--- src/inc/stack_pkg.sv ---
// constants and types shared by both ends of the stacked memory bus
package stack_pkg;
    // ===========================================================
    // bus widths
    localparam int DATA_W = 16;
    localparam int ADDR_W = 23;
    localparam int HI_W   = 7;
    // ===========================================================
    // link clock divider: half period in ref_clk cycles
    localparam logic [3:0] CLK_HALF = 4'h4;
    // ===========================================================
    // reset values
    localparam logic [15:0] MEM_RST  = 16'h0000;
    localparam logic [6:0]  HI_RST   = 7'h00;
    localparam logic [1:0]  LANE_ALL = 2'h3;
    // die codes
    typedef enum logic [2:0]
    {
        DIE_FLASH = 3'h0,
        DIE_PRAM1 = 3'h1,
        DIE_PRAM2 = 3'h2,
        DIE_SRAM  = 3'h3,
        DIE_NONE  = 3'h7
    } die_t;
    // host sequencer states
    typedef enum logic [4:0]
    {
        H_IDLE = 5'b00001,
        H_ADDR = 5'b00010,
        H_DATA = 5'b00100,
        H_STRB = 5'b01000,
        H_DONE = 5'b10000
    } host_state_t;
endpackage

--- src/inc/stack_bus_if.sv ---
// pin-level bus between the host controller and the stacked memory
`timescale 1ns/1ps
interface stack_bus_if;
    logic [15:0] dq_host;
    logic        dq_host_oe_n;
    logic [15:0] dq_mem;
    logic        dq_mem_oe_n;
    logic [6:0]  addr_hi;
    logic        link_clk;
    logic        address_valid_strobe_n;
    logic        flash_ce_n;
    logic        flash_oe_n;
    logic        flash_we_n;
    logic        flash_rst_n;
    logic        flash_write_protect_die1_n;
    logic        flash_write_protect_others_n;
    logic        pram_die1_select_n;
    logic        pram_die2_select_n;
    logic        sram_select_low_n;
    logic        sram_select_high;
    logic        ram_oe_n;
    logic        ram_we_n;
    logic        ram_upper_byte_en_n;
    logic        ram_lower_byte_en_n;
    logic        pram_ctrl_reg_strobe;
    logic        wait_out;
    logic        wait_oe_n;
    modport host
    (
        output dq_host, dq_host_oe_n, addr_hi, link_clk, address_valid_strobe_n,
        output flash_ce_n, flash_oe_n, flash_we_n, flash_rst_n,
        output flash_write_protect_die1_n, flash_write_protect_others_n,
        output pram_die1_select_n, pram_die2_select_n, sram_select_low_n,
        output sram_select_high, ram_oe_n, ram_we_n, ram_upper_byte_en_n,
        output ram_lower_byte_en_n, pram_ctrl_reg_strobe,
        input  dq_mem, dq_mem_oe_n, wait_out, wait_oe_n
    );
    modport mem
    (
        input  dq_host, dq_host_oe_n, addr_hi, link_clk, address_valid_strobe_n,
        input  flash_ce_n, flash_oe_n, flash_we_n, flash_rst_n,
        input  flash_write_protect_die1_n, flash_write_protect_others_n,
        input  pram_die1_select_n, pram_die2_select_n, sram_select_low_n,
        input  sram_select_high, ram_oe_n, ram_we_n, ram_upper_byte_en_n,
        input  ram_lower_byte_en_n, pram_ctrl_reg_strobe,
        output dq_mem, dq_mem_oe_n, wait_out, wait_oe_n
    );
endinterface

--- src/rtl/stack_mem_end.sv ---
// memory-package end: die selection, write capture, protect and wait drive
`timescale 1ns/1ps
// Function
// RL1: wait asserted until read data valid
// RL2: wait driven when die selected, oe low
// RL3: wait high-z when deselected or oe high
// RL4: flash writes only while strobe low, enabled
// RL5: flash latches address and data on rising strobe
// RL6: ram latches write data on rising strobe
// RL7: protect low enforces lock-down
// RL8: protect high lets unlock clear lock-down
// RL9: one protect die1, one for other dies
// RL10: control strobe high reaches pram registers
// RL11: async mode strobe low reaches config
// RL12: pram die selected by own select
// RL13: two pram selects, one per die
// RL14: sram needs both selects active
// RL15: byte enables gate upper and lower lanes
// RL16: control and mode strobes share one contact
// RL17: flash enable low selects, high standby
// RL18: flash oe low drives outputs
// RL19: host sends address then data
// RL20: address strobe high in data phase
// RL21: host selects one die at a time
module stack_mem_end
#(
    parameter logic pram_async_only = 1'b0,
    parameter logic wait_active_high = 1'b1,
    parameter logic [2:0] read_latency = 3'h2
)
(
    input  wire logic        ref_clk,
    input  wire logic        reset,
    stack_bus_if.mem         bus,
    output logic [22:0]      last_addr,
    output logic [15:0]      last_data,
    output logic [2:0]       last_die,
    output logic             write_seen,
    output logic             block_locked,
    output logic             pram_cfg_access,
    output logic [15:0]      pram_refresh_ctrl_reg,
    output logic [15:0]      pram_bus_ctrl_reg
);
    // ===========================================================
    // pin synchronisers
    localparam int NP = 15;
    logic [NP-1:0] pin_raw;
    logic [NP-1:0] lv;
    logic [NP-1:0] rs;
    logic [15:0]   dq_s1;
    logic [15:0]   dq_s;
    logic [6:0]    hi_s1;
    logic [6:0]    hi_s;

    assign pin_raw = {bus.flash_write_protect_others_n,
                      bus.link_clk, bus.address_valid_strobe_n, bus.flash_ce_n,
                      bus.flash_oe_n, bus.flash_we_n, bus.flash_rst_n,
                      bus.flash_write_protect_die1_n, bus.pram_die1_select_n,
                      bus.pram_die2_select_n, bus.sram_select_low_n, bus.sram_select_high,
                      bus.ram_oe_n, bus.ram_we_n, bus.pram_ctrl_reg_strobe};

    pin_sync #(.W(NP)) u_sync
    (
        .ref_clk (ref_clk),
        .reset   (reset),
        .pin     (pin_raw),
        .level   (lv),
        .rise    (rs),
        .fall    ()
    );

    always_ff @(posedge ref_clk)
    begin
        dq_s1 <= bus.dq_host;
        dq_s  <= dq_s1;
        hi_s1 <= bus.addr_hi;
        hi_s  <= hi_s1;
    end

    logic adv_n;
    logic f_ce_n;
    logic f_oe_n;
    logic f_rst_n;
    logic wp1_n;
    logic p1_n;
    logic p2_n;
    logic s_lo_n;
    logic s_hi;
    logic r_oe_n;
    logic cre;
    logic f_we_rise;
    logic r_we_rise;
    logic clk_rise;
    logic wp2_n;

    assign wp2_n     = lv[14];
    assign adv_n     = lv[12];
    assign clk_rise  = rs[13];
    assign f_ce_n    = lv[11];
    assign f_oe_n    = lv[10];
    assign f_we_rise = rs[9];
    assign f_rst_n   = lv[8];
    assign wp1_n     = lv[7];
    assign p1_n      = lv[6];
    assign p2_n      = lv[5];
    assign s_lo_n    = lv[4];
    assign s_hi      = lv[3];
    assign r_oe_n    = lv[2];
    assign r_we_rise = rs[1];
    assign cre       = lv[0];

    // ===========================================================
    // die selection
    logic flash_sel;
    logic pram_sel;
    logic sram_sel;
    logic [2:0] sel_die;
    assign flash_sel = ~f_ce_n; // RL17
    assign pram_sel  = ~p1_n | ~p2_n; // RL12 RL13
    assign sram_sel  = ~s_lo_n & s_hi; // RL14
    always_comb
    begin
        if (flash_sel)
            sel_die = 3'(stack_pkg::DIE_FLASH);
        else if (!p1_n)
            sel_die = 3'(stack_pkg::DIE_PRAM1); // RL13
        else if (!p2_n)
            sel_die = 3'(stack_pkg::DIE_PRAM2); // RL13
        else if (sram_sel)
            sel_die = 3'(stack_pkg::DIE_SRAM);
        else
            sel_die = 3'(stack_pkg::DIE_NONE);
    end

    // ===========================================================
    // address flows while strobe low, held from its rise; data shares the lines
    logic [22:0] addr_q;
    always_ff @(posedge ref_clk)
    begin
        if (reset)
            addr_q <= '0;
        else if (!adv_n)
            addr_q <= {hi_s, dq_s};
    end

    // sample of the multiplexed data lines, taken when address strobe is high
    logic [15:0] data_q;
    always_ff @(posedge ref_clk)
    begin
        if (reset)
            data_q <= stack_pkg::MEM_RST;
        else if (adv_n)
            data_q <= dq_s;
    end

    // ===========================================================
    // write capture on strobe rising edges
    logic flash_wr;
    logic ram_wr;
    logic mode_cfg;
    logic [1:0] lanes;
    // one contact, two meanings, fixed by the stacked combination
    assign mode_cfg = pram_async_only ? ~cre : cre; // RL16 RL10 RL11
    assign flash_wr = f_we_rise & flash_sel & f_rst_n; // RL4 RL5
    assign ram_wr   = r_we_rise & (pram_sel | sram_sel); // RL6
    // byte lanes change slower than the strobe; two plain register stages are enough
    always_ff @(posedge ref_clk)
    begin
        lanes <= ~{bus.ram_upper_byte_en_n, bus.ram_lower_byte_en_n};
    end
    logic [1:0] lanes_s;
    always_ff @(posedge ref_clk)
    begin
        lanes_s <= lanes;
    end

    always_ff @(posedge ref_clk)
    begin
        if (reset)
        begin
            last_addr <= '0;
            last_data <= stack_pkg::MEM_RST;
            last_die  <= 3'(stack_pkg::DIE_NONE);
        end
        else if (flash_wr)
        begin
            last_addr <= addr_q; // RL5
            last_data <= data_q; // RL5
            last_die  <= sel_die;
        end
        else if (ram_wr)
        begin
            last_addr <= addr_q;
            last_data <= {lanes_s[1] ? data_q[15:8] : last_data[15:8],
                          lanes_s[0] ? data_q[7:0] : last_data[7:0]}; // RL15
            last_die  <= sel_die;
        end
    end

    always_ff @(posedge ref_clk)
    begin
        if (reset)
            write_seen <= 1'b0;
        else
            write_seen <= flash_wr | ram_wr;
    end

    // ===========================================================
    // pram control register access
    always_ff @(posedge ref_clk)
    begin
        if (reset)
        begin
            pram_refresh_ctrl_reg <= stack_pkg::MEM_RST;
            pram_bus_ctrl_reg     <= stack_pkg::MEM_RST;
            pram_cfg_access       <= 1'b0;
        end
        else
        begin
            pram_cfg_access <= mode_cfg & pram_sel; // RL10 RL11
            if (ram_wr && pram_sel && mode_cfg)
            begin
                if (addr_q[0])
                    pram_bus_ctrl_reg <= data_q; // RL10
                else
                    pram_refresh_ctrl_reg <= data_q; // RL10
            end
        end
    end

    // ===========================================================
    // lock-down: data 16'h0001 locks, 16'h0000 unlocks one shared flag, gated by the addressed die's protect pin
    logic wp_n;
    assign wp_n = (addr_q[22:21] == 2'h0) ? wp1_n : wp2_n; // RL9
    always_ff @(posedge ref_clk)
    begin
        if (reset || !f_rst_n)
            block_locked <= 1'b0;
        else if (flash_wr && data_q == 16'h0001)
            block_locked <= 1'b1; // RL7
        else if (flash_wr && data_q == 16'h0000 && wp_n)
            block_locked <= 1'b0; // RL8
    end

    // ===========================================================
    // read path and wait indicator
    logic wait_en;
    logic [2:0] lat_cnt;
    logic drive_data;
    assign wait_en = (flash_sel & ~f_oe_n) | (pram_sel & ~pram_async_only & ~r_oe_n); // RL2
    assign drive_data = (flash_sel & ~f_oe_n) | ((pram_sel | sram_sel) & ~r_oe_n); // RL18

    always_ff @(posedge ref_clk)
    begin
        if (reset || !wait_en || !adv_n)
            lat_cnt <= read_latency;
        else if (clk_rise && lat_cnt != 3'h0)
            lat_cnt <= lat_cnt - 3'h1;
    end

    always_ff @(posedge ref_clk)
    begin
        if (reset)
        begin
            bus.wait_out    <= ~wait_active_high;
            bus.wait_oe_n   <= 1'b1;
            bus.dq_mem      <= stack_pkg::MEM_RST;
            bus.dq_mem_oe_n <= 1'b1;
        end
        else
        begin
            bus.wait_oe_n   <= ~wait_en; // RL2 RL3
            bus.wait_out    <= (lat_cnt != 3'h0) ? wait_active_high : ~wait_active_high; // RL1
            bus.dq_mem_oe_n <= ~(drive_data & adv_n); // RL12 RL17
            bus.dq_mem      <= last_data;
        end
    end
endmodule

--- src/rtl/pin_sync.sv ---
// two-flop synchroniser with rising and falling edge detect on the second stage
`timescale 1ns/1ps
module pin_sync
#(
    parameter int W = 1
)
(
    input  wire logic         ref_clk,
    input  wire logic         reset,
    input  wire logic [W-1:0] pin,
    output logic      [W-1:0] level,
    output logic      [W-1:0] rise,
    output logic      [W-1:0] fall
);
    logic [W-1:0] stage1;
    logic [W-1:0] last;

    always_ff @(posedge ref_clk)
    begin
        stage1 <= pin;
        level  <= stage1;
    end

    always_ff @(posedge ref_clk)
    begin
        if (reset)
        begin
            last <= '1;
        end
        else
        begin
            last <= level;
        end
    end

    assign rise = level & ~last;
    assign fall = ~level & last;
endmodule

--- src/flat_wrapper.sv ---
// flat-port wrapper written by rule: the top's interface ports become plain ports
module stack_mem_end_flat 
#(
    parameter logic pram_async_only = 1'b0,
    parameter logic wait_active_high = 1'b1,
    parameter logic [2:0] read_latency = 3'h2
)
  (ref_clk, reset, last_addr, last_data, last_die, write_seen, block_locked, pram_cfg_access, pram_refresh_ctrl_reg, pram_bus_ctrl_reg, bus_dq_host, bus_dq_host_oe_n, bus_addr_hi, bus_link_clk, bus_address_valid_strobe_n, bus_flash_ce_n, bus_flash_oe_n, bus_flash_we_n, bus_flash_rst_n, bus_flash_write_protect_die1_n, bus_flash_write_protect_others_n, bus_pram_die1_select_n, bus_pram_die2_select_n, bus_sram_select_low_n, bus_sram_select_high, bus_ram_oe_n, bus_ram_we_n, bus_ram_upper_byte_en_n, bus_ram_lower_byte_en_n, bus_pram_ctrl_reg_strobe, bus_dq_mem, bus_dq_mem_oe_n, bus_wait_out, bus_wait_oe_n);
  stack_bus_if bus_i ();
  input  wire logic ref_clk;
  input  wire logic reset;
  output logic [22:0] last_addr;
  output logic [15:0] last_data;
  output logic [2:0] last_die;
  output logic write_seen;
  output logic block_locked;
  output logic pram_cfg_access;
  output logic [15:0] pram_refresh_ctrl_reg;
  output logic [15:0] pram_bus_ctrl_reg;
  input wire logic [$bits(bus_i.dq_host)-1:0] bus_dq_host;
  input wire logic [$bits(bus_i.dq_host_oe_n)-1:0] bus_dq_host_oe_n;
  input wire logic [$bits(bus_i.addr_hi)-1:0] bus_addr_hi;
  input wire logic [$bits(bus_i.link_clk)-1:0] bus_link_clk;
  input wire logic [$bits(bus_i.address_valid_strobe_n)-1:0] bus_address_valid_strobe_n;
  input wire logic [$bits(bus_i.flash_ce_n)-1:0] bus_flash_ce_n;
  input wire logic [$bits(bus_i.flash_oe_n)-1:0] bus_flash_oe_n;
  input wire logic [$bits(bus_i.flash_we_n)-1:0] bus_flash_we_n;
  input wire logic [$bits(bus_i.flash_rst_n)-1:0] bus_flash_rst_n;
  input wire logic [$bits(bus_i.flash_write_protect_die1_n)-1:0] bus_flash_write_protect_die1_n;
  input wire logic [$bits(bus_i.flash_write_protect_others_n)-1:0] bus_flash_write_protect_others_n;
  input wire logic [$bits(bus_i.pram_die1_select_n)-1:0] bus_pram_die1_select_n;
  input wire logic [$bits(bus_i.pram_die2_select_n)-1:0] bus_pram_die2_select_n;
  input wire logic [$bits(bus_i.sram_select_low_n)-1:0] bus_sram_select_low_n;
  input wire logic [$bits(bus_i.sram_select_high)-1:0] bus_sram_select_high;
  input wire logic [$bits(bus_i.ram_oe_n)-1:0] bus_ram_oe_n;
  input wire logic [$bits(bus_i.ram_we_n)-1:0] bus_ram_we_n;
  input wire logic [$bits(bus_i.ram_upper_byte_en_n)-1:0] bus_ram_upper_byte_en_n;
  input wire logic [$bits(bus_i.ram_lower_byte_en_n)-1:0] bus_ram_lower_byte_en_n;
  input wire logic [$bits(bus_i.pram_ctrl_reg_strobe)-1:0] bus_pram_ctrl_reg_strobe;
  output wire logic [$bits(bus_i.dq_mem)-1:0] bus_dq_mem;
  output wire logic [$bits(bus_i.dq_mem_oe_n)-1:0] bus_dq_mem_oe_n;
  output wire logic [$bits(bus_i.wait_out)-1:0] bus_wait_out;
  output wire logic [$bits(bus_i.wait_oe_n)-1:0] bus_wait_oe_n;
  assign bus_i.dq_host = bus_dq_host;
  assign bus_i.dq_host_oe_n = bus_dq_host_oe_n;
  assign bus_i.addr_hi = bus_addr_hi;
  assign bus_i.link_clk = bus_link_clk;
  assign bus_i.address_valid_strobe_n = bus_address_valid_strobe_n;
  assign bus_i.flash_ce_n = bus_flash_ce_n;
  assign bus_i.flash_oe_n = bus_flash_oe_n;
  assign bus_i.flash_we_n = bus_flash_we_n;
  assign bus_i.flash_rst_n = bus_flash_rst_n;
  assign bus_i.flash_write_protect_die1_n = bus_flash_write_protect_die1_n;
  assign bus_i.flash_write_protect_others_n = bus_flash_write_protect_others_n;
  assign bus_i.pram_die1_select_n = bus_pram_die1_select_n;
  assign bus_i.pram_die2_select_n = bus_pram_die2_select_n;
  assign bus_i.sram_select_low_n = bus_sram_select_low_n;
  assign bus_i.sram_select_high = bus_sram_select_high;
  assign bus_i.ram_oe_n = bus_ram_oe_n;
  assign bus_i.ram_we_n = bus_ram_we_n;
  assign bus_i.ram_upper_byte_en_n = bus_ram_upper_byte_en_n;
  assign bus_i.ram_lower_byte_en_n = bus_ram_lower_byte_en_n;
  assign bus_i.pram_ctrl_reg_strobe = bus_pram_ctrl_reg_strobe;
  assign bus_dq_mem = bus_i.dq_mem;
  assign bus_dq_mem_oe_n = bus_i.dq_mem_oe_n;
  assign bus_wait_out = bus_i.wait_out;
  assign bus_wait_oe_n = bus_i.wait_oe_n;
  stack_mem_end #(.pram_async_only(pram_async_only), .wait_active_high(wait_active_high), .read_latency(read_latency)) u_core (.ref_clk(ref_clk), .reset(reset), .bus(bus_i), .last_addr(last_addr), .last_data(last_data), .last_die(last_die), .write_seen(write_seen), .block_locked(block_locked), .pram_cfg_access(pram_cfg_access), .pram_refresh_ctrl_reg(pram_refresh_ctrl_reg), .pram_bus_ctrl_reg(pram_bus_ctrl_reg));
endmodule
--- config.mk ---
export PLATFORM = sky130hd
export DESIGN_NAME = stack_mem_end_flat
export DESIGN_NICKNAME = d
export VERILOG_FILES = /design/src/inc/stack_pkg.sv /design/src/inc/stack_bus_if.sv /design/src/rtl/stack_mem_end.sv /design/src/rtl/pin_sync.sv /design/src/flat_wrapper.sv
export SDC_FILE = /design/constraint.sdc
export NUM_CORES = 1
export LEC_CHECK = 0
export BUFFER_PORTS_ARGS = -buffer_cell sky130_fd_sc_hd__buf_2
export CAP_MARGIN = 20
export CORE_ASPECT_RATIO = 1.75
export CORE_MARGIN = 2
export CORE_UTILIZATION = 49
export DETAILED_ROUTE_END_ITERATION = 16
export PLACE_DENSITY = 0.78
export REMOVE_ABC_BUFFERS = 1
export SYNTH_ARGS = -nofsm -noshare
export SYNTH_HDL_FRONTEND = slang
export SYNTH_SLANG_ARGS = --single-unit
--- constraint.sdc ---
create_clock -name ref_clk -period 3.7 [get_ports ref_clk]
set_input_delay 0.74 -clock ref_clk [delete_from_list [all_inputs] [get_ports ref_clk]]
set_output_delay 0.74 -clock ref_clk [all_outputs]
set_load 0.03 [all_outputs]
==> results of run 1 <==
==> worst max-delay path by stage <==
stage / from / to / slack, ps / cells after the start
2_1_floorplan: u_core.u_sync.level[9] / u_core.block_locked / 960 / 4
3_3_place_gp: reset / u_core.last_data[13] / 1500 / 4
3_5_place_dp: reset / u_core.last_data[14] / 1440 / 4
4_1_cts: u_core.u_sync.level[11] / u_core.last_data[1] / 1590 / 3
5_1_grt: u_core.u_sync.level[11] / u_core.last_data[5] / 1510 / 3
6_report: u_core.u_sync.level[11] / u_core.last_data[1] / 1640 / 3
==> cell families after synthesis <==
family	Yosys count	synth area share [%]
buffers and inverters	42	3.12
xor gates and xnor gates	2	0.261
adders and majority gates	2	0.373
and+or+nand+nor	161	11.7
muxes	88	13.4
DFF	221	66.0
AOI/OAI and AO/OA	62	5.17
==> layer usage <==
layer,wire (um),vias up
met4,512,0
met5,0,-
met1,5200,2106
met3,613,37
met2,7450,136
li1,-,2184
==> layout make-up <==
class / count / area, um2 / share of cell area, %
Timing Repair Buffer: 146 / 779 / 9.58
Clock buffer: 27 / 568 / 6.98
Clock inverter: 6 / 30.0 / 0.369
Inverter: 8 / 30.0 / 0.369
Tap cell: 174 / 218 / 2.67
Sequential cell: 221 / 4430 / 54.4
Multi-Input combinational cell: 315 / 2090 / 25.7
==> report_power, final <==
part | total [W] | internal [W] | switching, W
Clock | 0.00189 | 0.00107 | 0.000819
Sequential | 0.00252 | 0.00247 | 0.0000506
Combinational | 0.000209 | 0.0000858 | 0.000123
==> stage by stage <==
stage,hold slack [ps],cells
floorplan,310,544
global placement,312,862
detailed placement,312,863
CTS,320,896
global route,322,897
finish,314,897
==> placed cells by master, fill, tap and decap left out, types with 2 or more instances in the layout <==
cell type    n
dfxtp_1    220
buf_2      136
nor2_1      84
mux2i_1     72
nor2b_1     32
a21oi_1     26
nand3_1     25
o21ai_0     25
clkbuf_16   21
mux2_2      16
inv_1        8
buf_4        8
clkinv_2     6
or2_2        4
a21o_1       4
clkbuf_1     4
nand2b_1     3
nor4_1       3
a211o_1      2
xnor2_1      2
or3_1        2
ha_1         2
clkbuf_8     2
==> flow_metrics.py, run 1 <==
metrics = {
    "worst_setup_path": {
        "r2r_start": "u_core.u_sync.level[11]",
        "critPathRequiredTime_ps": 4060,
        "critPathKind": "reg2reg",
        "cpPeakStageDelay_ps": 740,
        "cp_max_fo": 14,
        "reg2reg_slack_ps": 1640,
        "worstSetupStartpointType": "register",
        "critPathTopFamily": "simple AND/OR/NAND/NOR gates",
        "slowest_stage": "nor4bb_4",
        "rr_worst_depth": 3,
        "cp_data_arrival_time_ps": 2420,
        "r2r-end": "u_core.last_data[1]",
        "critPathBufInv": 0,
        "critPathCaptureType": "register",
        "crit_chain": "nor4bb_4 > a21o_1 > mux2_2",
    },
    "routing": {
        "routed_wl_um": 13800,
        "viasPerCell": 4.98,
        "drt_iter0_drc": 127,
        "drc": 0,
        "drtAntennaViolNets": 0,
        "wl_per_cell_um": 15.4,
        "dr.pass1.iters": 5,
        "num_vias": 4463,
    },
    "clocking": {
        "cts.sinks": 221,
        "hold_buffers": 0,
        "clockBufferDepth": 3,
        "cts_tree": "done",
        "clockRootBuffer": "clkbuf_16",
        "post_cts_resized": 0,
        "postCtsSetupBuffers": 0,
        "clkTransAtPathRegs_ps": 60,
        "htree_levels": 1,
        "cts_buffers": 20,
        "clkLatencyLatePin_ps": 490,
    },
    "yosys": {
        "synth_area_leaders": "dfxtp_1, mux2i_1, nor2_1",
        "synth-seq-cells": 221,
        "synth_edf_count": 0,
        "synth.distinct_cells": 35,
        "yosys-top-cells-count": "dfxtp_1, nor2_1, mux2i_1",
        "syn_area_um2": 6710,
        "synth-seq-area-share_pct": 66.0,
        "synthMostInstantiatedCell": "dfxtp_1",
        "synth_top_area_cell": "dfxtp_1",
        "ys.flop_type": "dfxtp_1",
        "async_reset_ff_share_pct": 0,
        "netlist_instances": 578,
        "synth_area_per_cell_um2": 11.6,
        "yosysWarnings": 0,
        "synth_top_cell_area_share_pct": 66.0,
    },
    "timing": {
        "min_period_ps": 2060,
        "worst_pin_slew_ps": 1130,
        "clock.fmax_mhz": 486,
        "setup_viol": 0,
        "fin_ws_ps": 1640,
        "slew_headroom_pct": 24.7,
        "timing.final.crit_share_pct": 55.6,
        "drv_slew": 0,
        "hold_viol": 0,
        "skew_ps": 17.5,
        "tns_ps": 0,
        "rsz0062_at_grt": "no",
    },
    "die": {
        "die_h_um": 159,
        "dieArea_um2": 14700,
        "core_area_um2": 13400,
        "num_rows": 56,
        "die_w_um": 92.4,
        "start_util_pct": 50.1,
        "ios": 139,
    },
    "outcome": {
        "status": "finished, final reports clean",
    },
    "grt": {
        "antenna_found_initial": 0,
        "grt_use_met2_pct": 34.1,
        "grt_util_all_layers_pct": 18.7,
        "grtUsageMet3_pct": 2.99,
        "grt_pass1_vias": 4519,
        "gr-max-usage-layer": "met2",
        "grt_max_degree": 82,
        "grt_pass1_wl_um": 22200,
        "gr-total-overflow": 0,
        "gr-usage-met1_pct": 20.9,
    },
    "job": {
        "drv_cap": 0,
    },
    "final_layout": {
        "fillers": 1120,
        "reg_top3": "u_core.addr_q x23, u_core.last_addr x23",
        "syn2layout_area_growth_pct": 21.4,
        "nets": 757,
        "drive_above_1_share_pct": 27.9,
        "post-route-util_pct": 60.8,
        "n_antenna_cell": 0,
        "fin_area_um2": 8140,
    },
    "worst_hold_path": {
        "whs_endpoint": "u_core.hi_s[5]",
        "holdPathStages": 0,
        "hold_class": "reg2reg",
        "hp-start": "u_core.hi_s1[5]",
    },
    "place": {
        "gp_congestion": 0.787,
        "hpwl_um": 9370,
        "io_buffers": 137,
        "place_area_um2": 7530,
        "pre_cts_slack_ps": 1440,
    },
    "pwr": {
        "leakagePower_nw": 3.79,
        "peakVddDrop_mv": 0.471,
        "power_density_nw_per_um2": 568,
        "p_total_w": 0.00462,
    },
}
(Power assumes the default switching activity.)
==> run 2, diff against run 1 <==
--- a/config.mk
+++ b/config.mk
@@ -9,9 +9,9 @@
 export CAP_MARGIN = 20
 export CORE_ASPECT_RATIO = 1.75
 export CORE_MARGIN = 2
-export CORE_UTILIZATION = 49
+export CORE_UTILIZATION = 48
 export DETAILED_ROUTE_END_ITERATION = 16
-export PLACE_DENSITY = 0.78
+export PLACE_DENSITY = 0.79
 export REMOVE_ABC_BUFFERS = 1
 export SYNTH_ARGS = -nofsm -noshare
 export SYNTH_HDL_FRONTEND = slang
==> constraint.sdc (replaced) <==
create_clock -name ref_clk -period 1.7 [get_ports ref_clk]
set_input_delay 0.34 -clock ref_clk [delete_from_list [all_inputs] [get_ports ref_clk]]
set_output_delay 0.34 -clock ref_clk [all_outputs]
set_load 0.03 [all_outputs]
==> run 2 against run 1 <==
Largest cell class unchanged; worst hold slack got worse by 280 ps; register-to-register slack lost 1500 ps; cell area is 8.5% higher; sequential power increased by 120%; power grew 140%; die area up 2.0%; first-iteration DRC count increased by 18%; final cell count up 6.0%; sequential share of layout area decreased by 4.3 points; fmax up 29%; clock skew shrank 8.9 ps.
==> flow_metrics.py, run 2 (same netlist as run 1, synthesis figures left out) <==
metrics = {
    "die": {
        "dieArea_um2": 15000,
        "core_area_um2": 13800,
        "die_w_um": 93.4,
        "start_util_pct": 48.7,
        "die_h_um": 160,
        "ios": 139,
        "num_rows": 57,
    },
    "timing": {
        "rsz0062_at_grt": "no",
        "drv_slew": 0,
        "worst_pin_slew_ps": 435,
        "min_period_ps": 1590,
        "hold_viol": 0,
        "timing.final.crit_share_pct": 93.7,
        "tns_ps": 0,
        "clock.fmax_mhz": 628,
        "setup_viol": 0,
        "skew_ps": 8.65,
        "slew_headroom_pct": 70.9,
    },
    "final_layout": {
        "layout_common_cells": "dfxtp_1, buf_2, nor2_1",
        "post-route-util_pct": 64.2,
        "fin_area_um2": 8830,
        "n_antenna_cell": 0,
        "fillers": 1033,
        "multiInputGateArea_um2": 2090,
        "seq_area_um2": 4430,
        "reg_top3": "u_core.addr_q x23, u_core.last_addr x23",
        "final_common_cell": "dfxtp_1",
        "nets": 807,
        "syn2layout_area_growth_pct": 31.7,
        "drive_above_1_share_pct": 28.2,
    },
    "worst_hold_path": {
        "hold_class": "in2reg",
    },
    "worst_setup_path": {
        "critical_path_depth": 4,
        "critPathRequiredTime_ps": 2070,
        "worstSetupStartpointType": "register",
        "critPathKind": "reg2reg",
        "reg2reg_slack_ps": 110,
        "critPathTopFamily": "simple AND/OR/NAND/NOR gates",
        "cp_data_arrival_time_ps": 1960,
        "slowest_stage": "nor4bb_4",
        "critPathCaptureType": "register",
        "rr_worst_depth": 4,
        "cpPeakStageDelay_ps": 480,
        "critPathBufInv": 1,
        "r2r_start": "u_core.u_sync.level[9]",
        "setup.worst_path.start": "u_core.u_sync.level[9]",
        "r2r-end": "u_core.last_die[1]",
        "crit_chain": "nor4bb_4 > buf_4 > nor2_1 > a211o_1",
        "cp_max_fo": 9,
        "worstSetupEndpoint": "u_core.last_die[1]",
    },
    "outcome": {
        "status": "finished, final reports clean",
    },
    "clocking": {
        "cts.sinks": 221,
        "cts_tree": "done",
        "clockRootBuffer": "clkbuf_16",
        "clkLatencyLatePin_ps": 480,
        "clkTransAtPathRegs_ps": 60,
        "clockBufferDepth": 3,
        "cts_buffers": 20,
        "htree_levels": 1,
    },
    "grt": {
        "grt_pass1_vias": 4886,
        "gr-total-overflow": 0,
        "grt_max_degree": 61,
        "grt_util_all_layers_pct": 19.5,
        "antenna_found_initial": 0,
        "grt_pass1_wl_um": 23300,
    },
    "pwr": {
        "p_total_w": 0.0112,
        "peakVddDrop_mv": 1.27,
        "power_density_nw_per_um2": 1270,
        "leakagePower_nw": 4.10,
    },
    "place": {
        "io_buffers": 137,
        "hpwl_um": 9800,
        "place_area_um2": 7670,
        "gp_congestion": 0.781,
    },
    "routing": {
        "viasPerCell": 4.90,
        "drc": 0,
        "drtAntennaViolNets": 0,
        "drt_iter0_drc": 150,
        "dr.pass1.iters": 4,
        "wl_per_cell_um": 15.7,
        "routed_wl_um": 14900,
        "num_vias": 4662,
    },
    "job": {
        "drv_cap": 0,
    },
}
## run 2: stage by stage
stage / cells / hold WS, ps / setup slack, ps
CTS: 951 / 17.3 / 48.8
global placement: 878 / 311 / 124
finish: 951 / 39.0 / 108
global route: 951 / 20.8 / 0.0886
floorplan: 544 / 310 / -1040
detailed placement: 878 / 312 / 42.7
## run 2: per-layer routing
metal  vias up  global-route usage (%)  part of all wire (%)
met2       123                    38.7                    56
met4         0                    7.29                   2.8
met1      2207                    19.6                    37
met3        34                    2.91                   4.4
met5         -                       0                     0
li1       2298                       -                     -
## run 2: cell type report
class | count | area share [%]
clock inverters | 10 | 2.35
inverters | 8 | 0.340
clock buffers | 24 | 6.42
repair buffers | 196 | 14.6
flip-flops and latches | 221 | 50.1
multi-input cells | 315 | 23.7
well taps | 177 | 2.51
## run 2: how the worst min path moves through the flow
stage	slack, ps	depth (start not counted)	to	startpoint
2_1_floorplan	310	0	u_core.dq_s[0]	u_core.dq_s1[0]
3_3_place_gp	310	0	u_core.hi_s[4]	u_core.hi_s1[4]
3_5_place_dp	310	0	u_core.hi_s[4]	u_core.hi_s1[4]
4_1_cts	20	2	u_core.lanes[1]	bus_ram_upper_byte_en_n
5_1_grt	20	2	u_core.lanes[1]	bus_ram_upper_byte_en_n
6_report	40	2	u_core.lanes[1]	bus_ram_upper_byte_en_n
## run 2: what timing repair did
action / in CTS / in global routing
setup endpoints to repair: 0 / 1
setup buffers: 0 / 0
gates resized for setup: 0 / 1
hold buffers: 39 / 0
hold endpoints to repair: 39 / 0
## run 2: report_power, final
group	total, W	switching [W]	internal [W]
sequential	0.00548	0.000106	0.00537
clock	0.00518	0.00188	0.00329
combinational	0.000560	0.000296	0.000264
